## src/lrf_pkg.sv

```systemverilog
// shared constants and types of the led row fault manager
package lrf_pkg;
  // ==========================================================
  // geometry and timing
  localparam int          ROWS        = 6;
  localparam int          CLK_NS      = 10;
  localparam int          TICK_NS     = 1000;
  localparam int          TICK_CYC    = TICK_NS / CLK_NS;
  localparam logic [15:0] SS_US_RST   = 16'h03E8;

  // ==========================================================
  // register byte offsets
  localparam logic [7:0]  OFS_CTRL    = 8'h00;
  localparam logic [7:0]  OFS_STATUS  = 8'h04;
  localparam logic [7:0]  OFS_ROWS    = 8'h08;
  localparam logic [7:0]  OFS_COUNT   = 8'h0C;

  // ==========================================================
  // field positions
  localparam int          CTRL_SWEN   = 0;
  localparam int          CTRL_SS_LSB = 16;
  localparam logic        SWEN_RST    = 1'b1;
  localparam int          ST_STATE    = 0;
  localparam int          ST_FAULT    = 2;
  localparam int          ST_HARD     = 3;
  localparam int          ST_MODE     = 4;
  localparam int          ST_EN       = 5;
  localparam int          ST_OCP      = 6;
  localparam int          ROWS_OPEN   = 0;
  localparam int          ROWS_SHORT  = 8;
  localparam int          CNT_OPEN    = 0;
  localparam int          CNT_SHORT   = 8;

  // ==========================================================
  // supervisor states
  typedef enum logic [1:0] {
    LRF_OFF     = 2'b00,
    LRF_SOFT    = 2'b01,
    LRF_RUN     = 2'b10,
    LRF_LATCHED = 2'b11
  } lrf_state_t;
endpackage

```

## src/lrf_sync_if.sv

```systemverilog
// synchronised pin levels passed between the fault manager modules
`timescale 1ns/1ps
interface lrf_sync_if #(parameter int N = 6);
  logic [N-1:0] row_open;
  logic [N-1:0] row_over;
  logic         mode;
  logic         enable;
  logic         dim;
  logic         uv_low;
  logic         uv_high;
  logic         ocp;
  logic         ovp;
  logic         therm;
  modport src (output row_open, row_over, mode, enable, dim, uv_low, uv_high, ocp, ovp, therm);
  modport dst (input  row_open, row_over, mode, enable, dim, uv_low, uv_high, ocp, ovp, therm);
endinterface : lrf_sync_if

```

## src/lrf_sync.sv

```systemverilog
// two-stage synchronisers for every asynchronous input
`timescale 1ns/1ps
module lrf_sync #(
  parameter int N = 6
) (
  input  wire logic         clk_i,
  input  wire logic         srst_i,
  input  wire logic [N-1:0] row_open_i,
  input  wire logic [N-1:0] row_over_i,
  input  wire logic         mode_i,
  input  wire logic         enable_i,
  input  wire logic         dim_i,
  input  wire logic         uv_low_i,
  input  wire logic         uv_high_i,
  input  wire logic         ocp_i,
  input  wire logic         ovp_i,
  input  wire logic         therm_i,
  lrf_sync_if.src           sy
);
  localparam int W = 2 * N + 8;

  typedef struct packed {
    logic [W-1:0] s1;
    logic [W-1:0] s2;
  } lrf_sync_st_t;

  lrf_sync_st_t r;
  lrf_sync_st_t next_r;

  // ==========================================================
  // first stage feeds only the second
  always_comb begin
    next_r    = r;
    next_r.s1 = {row_open_i, row_over_i, mode_i, enable_i, dim_i, uv_low_i,
                 uv_high_i, ocp_i, ovp_i, therm_i};
    next_r.s2 = r.s1;
  end

  always_ff @(posedge clk_i) begin
    if (srst_i) begin
      r <= '0;
    end else begin
      r <= next_r;
    end
  end

  // outputs taken from the second stage
  assign {sy.row_open, sy.row_over, sy.mode, sy.enable, sy.dim, sy.uv_low,
          sy.uv_high, sy.ocp, sy.ovp, sy.therm} = r.s2;
endmodule : lrf_sync

```

## src/lrf_por.sv

```systemverilog
// power-on reset event from regulator under-voltage levels
`timescale 1ns/1ps
module lrf_por #(
  parameter int N = 6
) (
  input  wire logic clk_i,
  input  wire logic srst_i,
  lrf_sync_if.dst   sy,
  output logic      por_o
);
  typedef struct packed {
    logic armed;
    logic pulse;
  } lrf_por_st_t;

  lrf_por_st_t r;
  lrf_por_st_t next_r;

  // ==========================================================
  // arm on fall below lower level, fire on rise above upper
  always_comb begin
    next_r       = r;
    next_r.pulse = 1'b0;
    if (sy.uv_low) begin
      next_r.armed = 1'b1;
    end else if (r.armed && sy.uv_high) begin
      next_r.armed = 1'b0;
      next_r.pulse = 1'b1;
    end
  end

  always_ff @(posedge clk_i) begin
    if (srst_i) begin
      r <= '0;
    end else begin
      r <= next_r;
    end
  end

  assign por_o = r.pulse;
endmodule : lrf_por

```

## src/lrf_top.sv

```systemverilog
// led row fault supervisor with apb status and control registers
// How it works
// - mode high: open row dropped from regulation, others run, no fault
// - mode low: fault line pulled low on first open row
// - mode low: second open row latches the whole device off
// - row fault shutdown cleared only by enable toggle, CTRL_SWEN register bit toggle or power-on reset
// - power-on reset fires on regulator dip below low then rise above high
// - every active row compared against the shorted led threshold
// - mode high: every shorted row disconnected and fault pulled low
// - mode low: first shorted row disabled and fault pulled low
// - mode low: second shorted row latches the device off
// - an open-disabled row stays disabled even when it reconnects
// - short check stays on open-disabled rows, reconnection reports a fault
// - switch over-current turns the switch off, fault stays released
// - over-voltage or thermal event pulls fault low and latches off
// - open plus short on other rows: latch off mode low, disable mode high
// - enable low turns everything off and restarts soft-start, except after an over-voltage or thermal latch
// - open and short row checks act only after soft-start has completed
// - rows driven at full duty during soft-start, dimming ignored
//
// The APB register port and the register addresses are this design's own decisions.
`timescale 1ns/1ps
module lrf_top #(
  parameter int NUM_ROWS = lrf_pkg::ROWS
) (
  input  wire logic                clk_i,
  input  wire logic                srst_i,
  input  wire logic [NUM_ROWS-1:0] row_open_i,
  input  wire logic [NUM_ROWS-1:0] row_over_i,
  input  wire logic                mode_i,
  input  wire logic                enable_i,
  input  wire logic                dim_i,
  input  wire logic                uv_low_i,
  input  wire logic                uv_high_i,
  input  wire logic                ocp_i,
  input  wire logic                ovp_i,
  input  wire logic                therm_i,
  input  wire logic                psel,
  input  wire logic                penable,
  input  wire logic                pwrite,
  input  wire logic [7:0]          paddr,
  input  wire logic [31:0]         pwdata,
  output logic [31:0]              prdata,
  output logic                     pready,
  output logic                     pslverr,
  output logic                     fault_out_o,
  output logic                     fault_oe_n_o,
  output logic [NUM_ROWS-1:0]      row_en_o,
  output logic [NUM_ROWS-1:0]      row_drive_o,
  output logic                     power_sw_en_o,
  output logic                     device_on_o,
  output logic                     soft_done_o
);
  localparam int CW = $clog2(NUM_ROWS + 1);

  // ==========================================================
  // parameter check
  if (NUM_ROWS < 2 || NUM_ROWS > 8) begin : g_bad_rows
    $error("NUM_ROWS must lie between 2 and 8");
  end

  typedef logic [NUM_ROWS-1:0] lrf_rows_t;

  typedef struct packed {
    lrf_pkg::lrf_state_t st;
    logic [6:0]          div;
    logic                tick;
    logic [15:0]         ss_cnt;
    logic [15:0]         ss_len;
    logic                sw_en;
    lrf_rows_t           open_dis;
    lrf_rows_t           short_dis;
    logic [CW-1:0]       open_cnt;
    logic [CW-1:0]       short_cnt;
    logic                hard;
    logic                fault;
    logic                ocp_off;
    lrf_rows_t           row_en;
    lrf_rows_t           row_drive;
    logic                dev_on;
    logic                run;
    logic                sw_on;
    logic                pready;
    logic                pslverr;
    logic [31:0]         prdata;
  } lrf_top_st_t;

  lrf_top_st_t r;
  lrf_top_st_t next_r;
  logic        por;

  lrf_sync_if #(.N(NUM_ROWS)) sy ();

  // ==========================================================
  // input synchronisers and power-on reset detector
  lrf_sync #(.N(NUM_ROWS)) u_sync (
    .clk_i      (clk_i),
    .srst_i     (srst_i),
    .row_open_i (row_open_i),
    .row_over_i (row_over_i),
    .mode_i     (mode_i),
    .enable_i   (enable_i),
    .dim_i      (dim_i),
    .uv_low_i   (uv_low_i),
    .uv_high_i  (uv_high_i),
    .ocp_i      (ocp_i),
    .ovp_i      (ovp_i),
    .therm_i    (therm_i),
    .sy         (sy)
  );

  lrf_por #(.N(NUM_ROWS)) u_por (
    .clk_i  (clk_i),
    .srst_i (srst_i),
    .sy     (sy),
    .por_o  (por)
  );

  // count set bits of a row vector
  function automatic logic [CW-1:0] pop(input lrf_rows_t v);
    logic [CW-1:0] n;
    n = '0;
    for (int i = 0; i < NUM_ROWS; i++) begin
      n = n + CW'(v[i]);
    end
    return n;
  endfunction

  // ==========================================================
  // combinational next state
  always_comb begin
    logic      en_eff;
    logic      acc;
    logic      wr;
    lrf_rows_t new_open;
    lrf_rows_t new_short;
    lrf_rows_t all_open;
    lrf_rows_t all_short;
    logic      kill;
    en_eff    = sy.enable && r.sw_en;
    acc       = psel && penable;
    wr        = acc && r.pready && pwrite;
    new_open  = '0;
    new_short = '0;
    all_open  = r.open_dis;
    all_short = r.short_dis;
    kill      = 1'b0;
    next_r    = r;

    // one-microsecond tick divider
    next_r.tick = 1'b0;
    if (r.div == 7'(lrf_pkg::TICK_CYC - 1)) begin
      next_r.div  = '0;
      next_r.tick = 1'b1;
    end else begin
      next_r.div = r.div + 7'h01;
    end

    // supervisor sequence
    case (r.st)
      lrf_pkg::LRF_OFF: begin
        next_r.ss_cnt = '0;
        if (en_eff) begin
          next_r.st = lrf_pkg::LRF_SOFT;
        end
      end
      lrf_pkg::LRF_SOFT: begin
        if (r.tick) begin
          next_r.ss_cnt = r.ss_cnt + 16'h0001;
        end
        if (r.ss_cnt >= r.ss_len) begin
          next_r.st = lrf_pkg::LRF_RUN;
        end
      end
      lrf_pkg::LRF_RUN: begin
        new_open  = sy.row_open & r.row_en;
        new_short = sy.row_over & ~r.short_dis & (r.row_en | r.open_dis);
        all_open  = r.open_dis | new_open;
        all_short = r.short_dis | new_short;
        if (!sy.mode) begin
          // second fault of a kind, or open and short on other rows
          kill = (pop(all_open) >= CW'(2))
              || (pop(all_short) >= CW'(2))
              || (pop(all_open) != '0 && pop(all_short & ~all_open) != '0);
        end
        next_r.open_dis  = all_open;
        next_r.short_dis = all_short;
        next_r.open_cnt  = pop(all_open);
        next_r.short_cnt = pop(all_short);
        if (kill) begin
          next_r.st = lrf_pkg::LRF_LATCHED;
        end
      end
      lrf_pkg::LRF_LATCHED: begin
        next_r.ss_cnt = '0;
      end
      default: begin
        next_r.st = lrf_pkg::LRF_OFF;
      end
    endcase

    // over-voltage and thermal latch regardless of mode
    if (r.st != lrf_pkg::LRF_OFF && (sy.ovp || sy.therm)) begin
      next_r.st   = lrf_pkg::LRF_LATCHED;
      next_r.hard = 1'b1;
    end

    // power-on reset, or enable low without an over-voltage or thermal latch, restarts from off
    if (por || (!en_eff && !r.hard)) begin
      next_r.st        = lrf_pkg::LRF_OFF;
      next_r.open_dis  = '0;
      next_r.short_dis = '0;
      next_r.open_cnt  = '0;
      next_r.short_cnt = '0;
      next_r.ss_cnt    = '0;
      next_r.hard      = 1'b0;
    end

    // row enables and drive, full duty during soft-start
    next_r.ocp_off = sy.ocp;
    if (next_r.st == lrf_pkg::LRF_SOFT || next_r.st == lrf_pkg::LRF_RUN) begin
      next_r.row_en = ~(next_r.open_dis | next_r.short_dis);
    end else begin
      next_r.row_en = '0;
    end
    if (next_r.st == lrf_pkg::LRF_SOFT) begin
      next_r.row_drive = next_r.row_en;
    end else begin
      next_r.row_drive = next_r.row_en & {NUM_ROWS{sy.dim}};
    end

    // state decode registered so the status pins come from flops
    next_r.dev_on = next_r.st == lrf_pkg::LRF_SOFT || next_r.st == lrf_pkg::LRF_RUN;
    next_r.run    = next_r.st == lrf_pkg::LRF_RUN;
    next_r.sw_on  = next_r.dev_on && !next_r.ocp_off;

    // fault line: open rows count only in mode low
    next_r.fault = (next_r.st == lrf_pkg::LRF_LATCHED)
                || (next_r.short_dis != '0)
                || (!sy.mode && next_r.open_dis != '0);

    // apb slave: ready one cycle into the access phase
    next_r.pready  = acc && !r.pready;
    next_r.pslverr = 1'b0;
    if (acc && !r.pready) begin
      next_r.prdata = 32'h0000_0000;
      case (paddr)
        lrf_pkg::OFS_CTRL: begin
          next_r.prdata[lrf_pkg::CTRL_SWEN]         = r.sw_en;
          next_r.prdata[lrf_pkg::CTRL_SS_LSB +: 16] = r.ss_len;
        end
        lrf_pkg::OFS_STATUS: begin
          next_r.prdata[lrf_pkg::ST_STATE +: 2] = r.st;
          next_r.prdata[lrf_pkg::ST_FAULT]      = r.fault;
          next_r.prdata[lrf_pkg::ST_HARD]       = r.hard;
          next_r.prdata[lrf_pkg::ST_MODE]       = sy.mode;
          next_r.prdata[lrf_pkg::ST_EN]         = sy.enable;
          next_r.prdata[lrf_pkg::ST_OCP]        = r.ocp_off;
        end
        lrf_pkg::OFS_ROWS: begin
          next_r.prdata[lrf_pkg::ROWS_OPEN +: NUM_ROWS]  = r.open_dis;
          next_r.prdata[lrf_pkg::ROWS_SHORT +: NUM_ROWS] = r.short_dis;
        end
        lrf_pkg::OFS_COUNT: begin
          next_r.prdata[lrf_pkg::CNT_OPEN +: CW]  = r.open_cnt;
          next_r.prdata[lrf_pkg::CNT_SHORT +: CW] = r.short_cnt;
        end
        default: begin
          next_r.pslverr = 1'b1; // unmapped
        end
      endcase
    end
    if (wr && paddr == lrf_pkg::OFS_CTRL) begin
      next_r.sw_en  = pwdata[lrf_pkg::CTRL_SWEN];
      next_r.ss_len = pwdata[lrf_pkg::CTRL_SS_LSB +: 16];
    end
  end

  // ==========================================================
  // state register
  always_ff @(posedge clk_i) begin
    if (srst_i) begin
      r        <= '0;
      r.st     <= lrf_pkg::LRF_OFF;
      r.ss_len <= lrf_pkg::SS_US_RST;
      r.sw_en  <= lrf_pkg::SWEN_RST;
    end else begin
      r <= next_r;
    end
  end

  // ==========================================================
  // outputs straight from the state register
  assign prdata        = r.prdata;
  assign pready        = r.pready;
  assign pslverr       = r.pslverr;
  assign fault_out_o   = 1'b0 & r.fault; // open drain only pulls low
  assign fault_oe_n_o  = ~r.fault;
  assign row_en_o      = r.row_en;
  assign row_drive_o   = r.row_drive;
  assign power_sw_en_o = r.sw_on;
  assign device_on_o   = r.dev_on;
  assign soft_done_o   = r.run;
endmodule : lrf_top

```

## config.mk

```make
export PLATFORM = sky130hd
export DESIGN_NAME = lrf_top
export DESIGN_NICKNAME = d
export VERILOG_FILES = /design/src/lrf_pkg.sv /design/src/lrf_sync_if.sv /design/src/lrf_sync.sv /design/src/lrf_por.sv /design/src/lrf_top.sv
export SDC_FILE = /design/constraint.sdc
export NUM_CORES = 1
export LEC_CHECK = 0
export ABC_CLOCK_PERIOD_IN_PS = 5000
export BUFFER_PORTS_ARGS = -buffer_cell sky130_fd_sc_hd__buf_2
export CORE_MARGIN = 5
export CORE_UTILIZATION = 55
export CTS_CLUSTER_DIAMETER = 50
export DETAILED_ROUTE_END_ITERATION = 6
export PLACE_DENSITY = 0.82
export SYNTH_ARGS = -nofsm -noshare
export SYNTH_HDL_FRONTEND = slang
export SYNTH_SLANG_ARGS = --single-unit
```

## constraint.sdc

```tcl
create_clock -name clk_i -period 5 [get_ports clk_i]
set_input_delay 1 -clock clk_i [delete_from_list [all_inputs] [get_ports clk_i]]
set_output_delay 1 -clock clk_i [all_outputs]
set_load 0.02 [all_outputs]
```

==> flow_metrics.py <==
metrics = {
    "synth": {
        "synth_top_area_frac": 0.463,
        "synth.yosys.seq_area_share": 0.463,
        "postSynth.asyncResetShare": 0,
        "synth_xor_area_frac": 0.0160,
        "synthesis.area_per_instance_um2": 9.17,
        "synth_edf_count": 0,
        "synthCells": 717,
        "synthFlopType": "sky130_fd_sc_hd__dfxtp_1",
        "synth_top_cells_by_count": "sky130_fd_sc_hd__dfxtp_1 (152), sky130_fd_sc_hd__nor2_1 (93), sky130_fd_sc_hd__nor2b_1 (53)",
        "most_common_cell_in_the_synthesized_netlist": "sky130_fd_sc_hd__dfxtp_1",
        "mappedNetlistArea_um2": 6570,
        "synth_area_leader_cell": "sky130_fd_sc_hd__dfxtp_1",
        "ys_warn_count": 0,
        "synth.mux.area_fraction": 0.0187,
        "synth-adder-area-share": 0.0807,
        "synth-seq-cells": 152,
        "synth_top_family_by_area": "simple AND/OR/NAND/NOR gates",
        "yosys.cell_types.count": 52,
        "yosys-top-cells-area": "sky130_fd_sc_hd__dfxtp_1 (46%), sky130_fd_sc_hd__buf_4 (5.4%), sky130_fd_sc_hd__ha_1 (5.3%), sky130_fd_sc_hd__nor2_1 (5.3%), sky130_fd_sc_hd__nor2b_1 (5.0%)",
        "synthSimpleGateAreaFrac": 0.206,
        "synth-compound-area-share": 0.124,
    },
    "clock_tree": {
        "clkLatencyLatePin_ns": 0.42,
        "clock_tree.buffer_depth": 2,
        "clock-root-buffer": "sky130_fd_sc_hd__clkbuf_16",
        "htreeDepth": 4,
        "cts_made_buffers": 17,
        "cts_setup_buffers": 0,
        "cts.sinks": 152,
        "clock_tree_from_tritoncts": "done",
        "clkSlewWorstSetupHoldPaths_ns": 0.06,
    },
    "setup_path": {
        "critical_path_peak_fanout": 8,
        "timing.critical_path.required_ns": 5.34,
        "worst_setup_path_end_kind": "register",
        "path_class": "register to register",
        "cp-start-kind": "register",
        "cp_data_arrival_time_ns": 5.04,
        "r2r_slack_ns": 0.30,
    },
    "global_route": {
        "grt_start_max_net_pins": 99,
        "global_route.usage.total": 0.198,
        "first_global_vias": 4806,
        "global_route.overflow_total": 0,
        "antenna_violations_before_repair": 0,
        "grt_first_pass_wirelength_um": 22800,
    },
    "layout": {
        "areaGrowthSynthToFinish_pct": 12.6,
        "antenna-diode-count": 0,
        "filler_cell_count": 984,
        "final_cell_area_um2": 7400,
        "layout.nets": 864,
        "drive_gt1_frac": 0.182,
    },
    "routing": {
        "drt-wirelength-per-cell_um": 15.0,
        "drc": 0,
        "routed_via_density": 5.39,
        "detailedRoute.firstIterationViolations": 552,
        "via_count": 4961,
        "first_pass_drt_iterations": 7,
        "ant_nets": 0,
        "wl_um": 13800,
    },
    "timing": {
        "slew-limit-headroom": 0.286,
        "layout_setup_ws_ns": 0.296,
        "grt_setup_unrepaired": "no",
        "period_share": 0.941,
        "maxSlewViolCount": 0,
        "summed_negative_setup_slack_over_all_endpoints_ns": 0,
        "hold_viol_final": 0,
        "final-setup-viol-count": 0,
        "worst_pin_slew_ns": 1.06,
        "finalWorstPathRequiredPeriod_ns": 4.70,
        "max_freq_mhz": 213,
        "clock-skew-final_ns": 0.0194,
    },
    "place": {
        "dp_hpwl_um": 10200,
        "post-place-ws_ns": 0.301,
        "gpl.final_weighted_congestion": 0.883,
        "area_post_placement_um2": 6790,
        "io_buffers": 96,
    },
    "hold_path": {
        "worst_hold_path_type": "register to register",
    },
    "floorplanning": {
        "die-height_um": 119,
        "floorplan_die_area_um2": 14200,
        "floorplan.initialDensity": 0.554,
        "coreArea_um2": 11900,
        "die_x_um": 119,
        "std_cell_rows": 40,
        "pin_count": 116,
    },
    "power": {
        "maximum_resistive_drop_on_vdd_mv": 0.272,
        "p_leak_nw": 3.19,
        "cellPowerDensity_nw_per_um2": 351,
        "total_power_mw": 2.60,
    },
    "flow_run": {
        "number_of_maximum_capacitance_violations": 0,
    },
    "run_status": {
        "outcome": "completed",
    },
}
## worst max-delay path, stage by stage (launching register included)
cell	delay [ns]
sky130_fd_sc_hd__dfxtp_1	0.33
sky130_fd_sc_hd__o21a_1	0.21
sky130_fd_sc_hd__nor2_1	0.21
sky130_fd_sc_hd__nor2_1	0.11
sky130_fd_sc_hd__fa_1	0.52
sky130_fd_sc_hd__inv_1	0.06
sky130_fd_sc_hd__fa_1	0.53
sky130_fd_sc_hd__inv_1	0.05
sky130_fd_sc_hd__ha_1	0.20
sky130_fd_sc_hd__fa_1	0.43
sky130_fd_sc_hd__o31ai_1	0.23
sky130_fd_sc_hd__nand2_1	0.10
sky130_fd_sc_hd__a31o_2	0.24
sky130_fd_sc_hd__a41oi_1	0.28
sky130_fd_sc_hd__nand2b_1	0.16
sky130_fd_sc_hd__ha_1	0.23
sky130_fd_sc_hd__or2_2	0.38
sky130_fd_sc_hd__a21oi_1	0.17
sky130_fd_sc_hd__nor2b_1	0.19
## path summary, 6_finish.rpt
kind                            depth (start not counted)              to          start
worst max-delay path                                   18  row_drive_o[5]    row_en_o[1]
worst min register to register                          1   power_sw_en_o  u_sync.sy.ocp
worst min-delay path                                    1   power_sw_en_o  u_sync.sy.ocp
worst max register to register                         18  row_drive_o[5]    row_en_o[1]
## registers in the layout, indices dropped and copies added (netlist names), 6 cells and up
| signal | flops |
|---|---|
| prdata | 29 |
| u_sync.next_r | 20 |
| r | 64 |
| row_drive_o | 6 |
| u_sync.sy.row_over | 6 |
| row_en_o | 6 |
| u_sync.sy.row_open | 6 |
## through the flow
step	utilization	std cells	hold slack (ns)
after floorplan	-	720	0.385
after global placement	0.573	890	0.398
after detailed placement	0.573	890	0.406
after CTS	0.624	921	0.421
after global routing	0.624	921	0.427
final	0.624	921	0.419
## power breakdown
part / switching, mW / total (mW) / leakage, nW / internal (mW)
clock: 0.482 / 1.29 / 0.292 / 0.803
sequential: 0.00773 / 1.24 / 1.23 / 1.23
combinational: 0.0456 / 0.0768 / 1.66 / 0.0312
## per-layer routing
metal | track usage | wire [um] | vias up
met5 | 0 | 0 | -
met4 | 0.0723 | 260 | 0
met2 | 0.304 | 6210 | 179
met1 | 0.262 | 6200 | 2293
li1 | - | - | 2462
met3 | 0.0660 | 1120 | 27
## cell usage in the layout, fill, tap and decap left out, types with 10 or more instances in the layout
cell,synthesis,layout
sky130_fd_sc_hd__nor2_1,93,92
sky130_fd_sc_hd__nor3_1,15,15
sky130_fd_sc_hd__mux2i_1,10,10
sky130_fd_sc_hd__nand2_1,51,51
sky130_fd_sc_hd__dfxtp_1,152,152
sky130_fd_sc_hd__nor2b_1,53,53
sky130_fd_sc_hd__a22oi_1,22,22
sky130_fd_sc_hd__nand3_1,12,12
sky130_fd_sc_hd__ha_1,28,28
sky130_fd_sc_hd__a21oi_1,49,49
sky130_fd_sc_hd__xnor2_1,10,10
sky130_fd_sc_hd__inv_1,37,37
sky130_fd_sc_hd__o21ai_0,13,13
sky130_fd_sc_hd__clkbuf_16,0,17
sky130_fd_sc_hd__buf_2,8,96
## cell type report
cell class | instances | area (um^2) | area share
Tap cell | 147 | 184 | 0.0248
Inverter | 37 | 139 | 0.0188
Timing Repair Buffer | 97 | 488 | 0.0659
Clock buffer | 23 | 498 | 0.0673
Multi-Input combinational cell | 457 | 2940 | 0.397
Sequential cell | 152 | 3040 | 0.411
Clock inverter | 8 | 110 | 0.0149
## cells by family after synthesis
logic type | count (synthesis)
mux | 11
flops | 152
other cells | 1
buf+inv | 111
fa+ha+maj | 37
xor+xnor | 12
simple gates | 268
compound gates | 125
## timing repair
| item | in CTS | in global routing |
|---|---|---|
| resized for setup | 0 | 1 |
| hold buffers | 0 | 0 |
| setup endpoints to repair | 0 | 5 |
No activity file was read; power rests on OpenSTA's default activity.
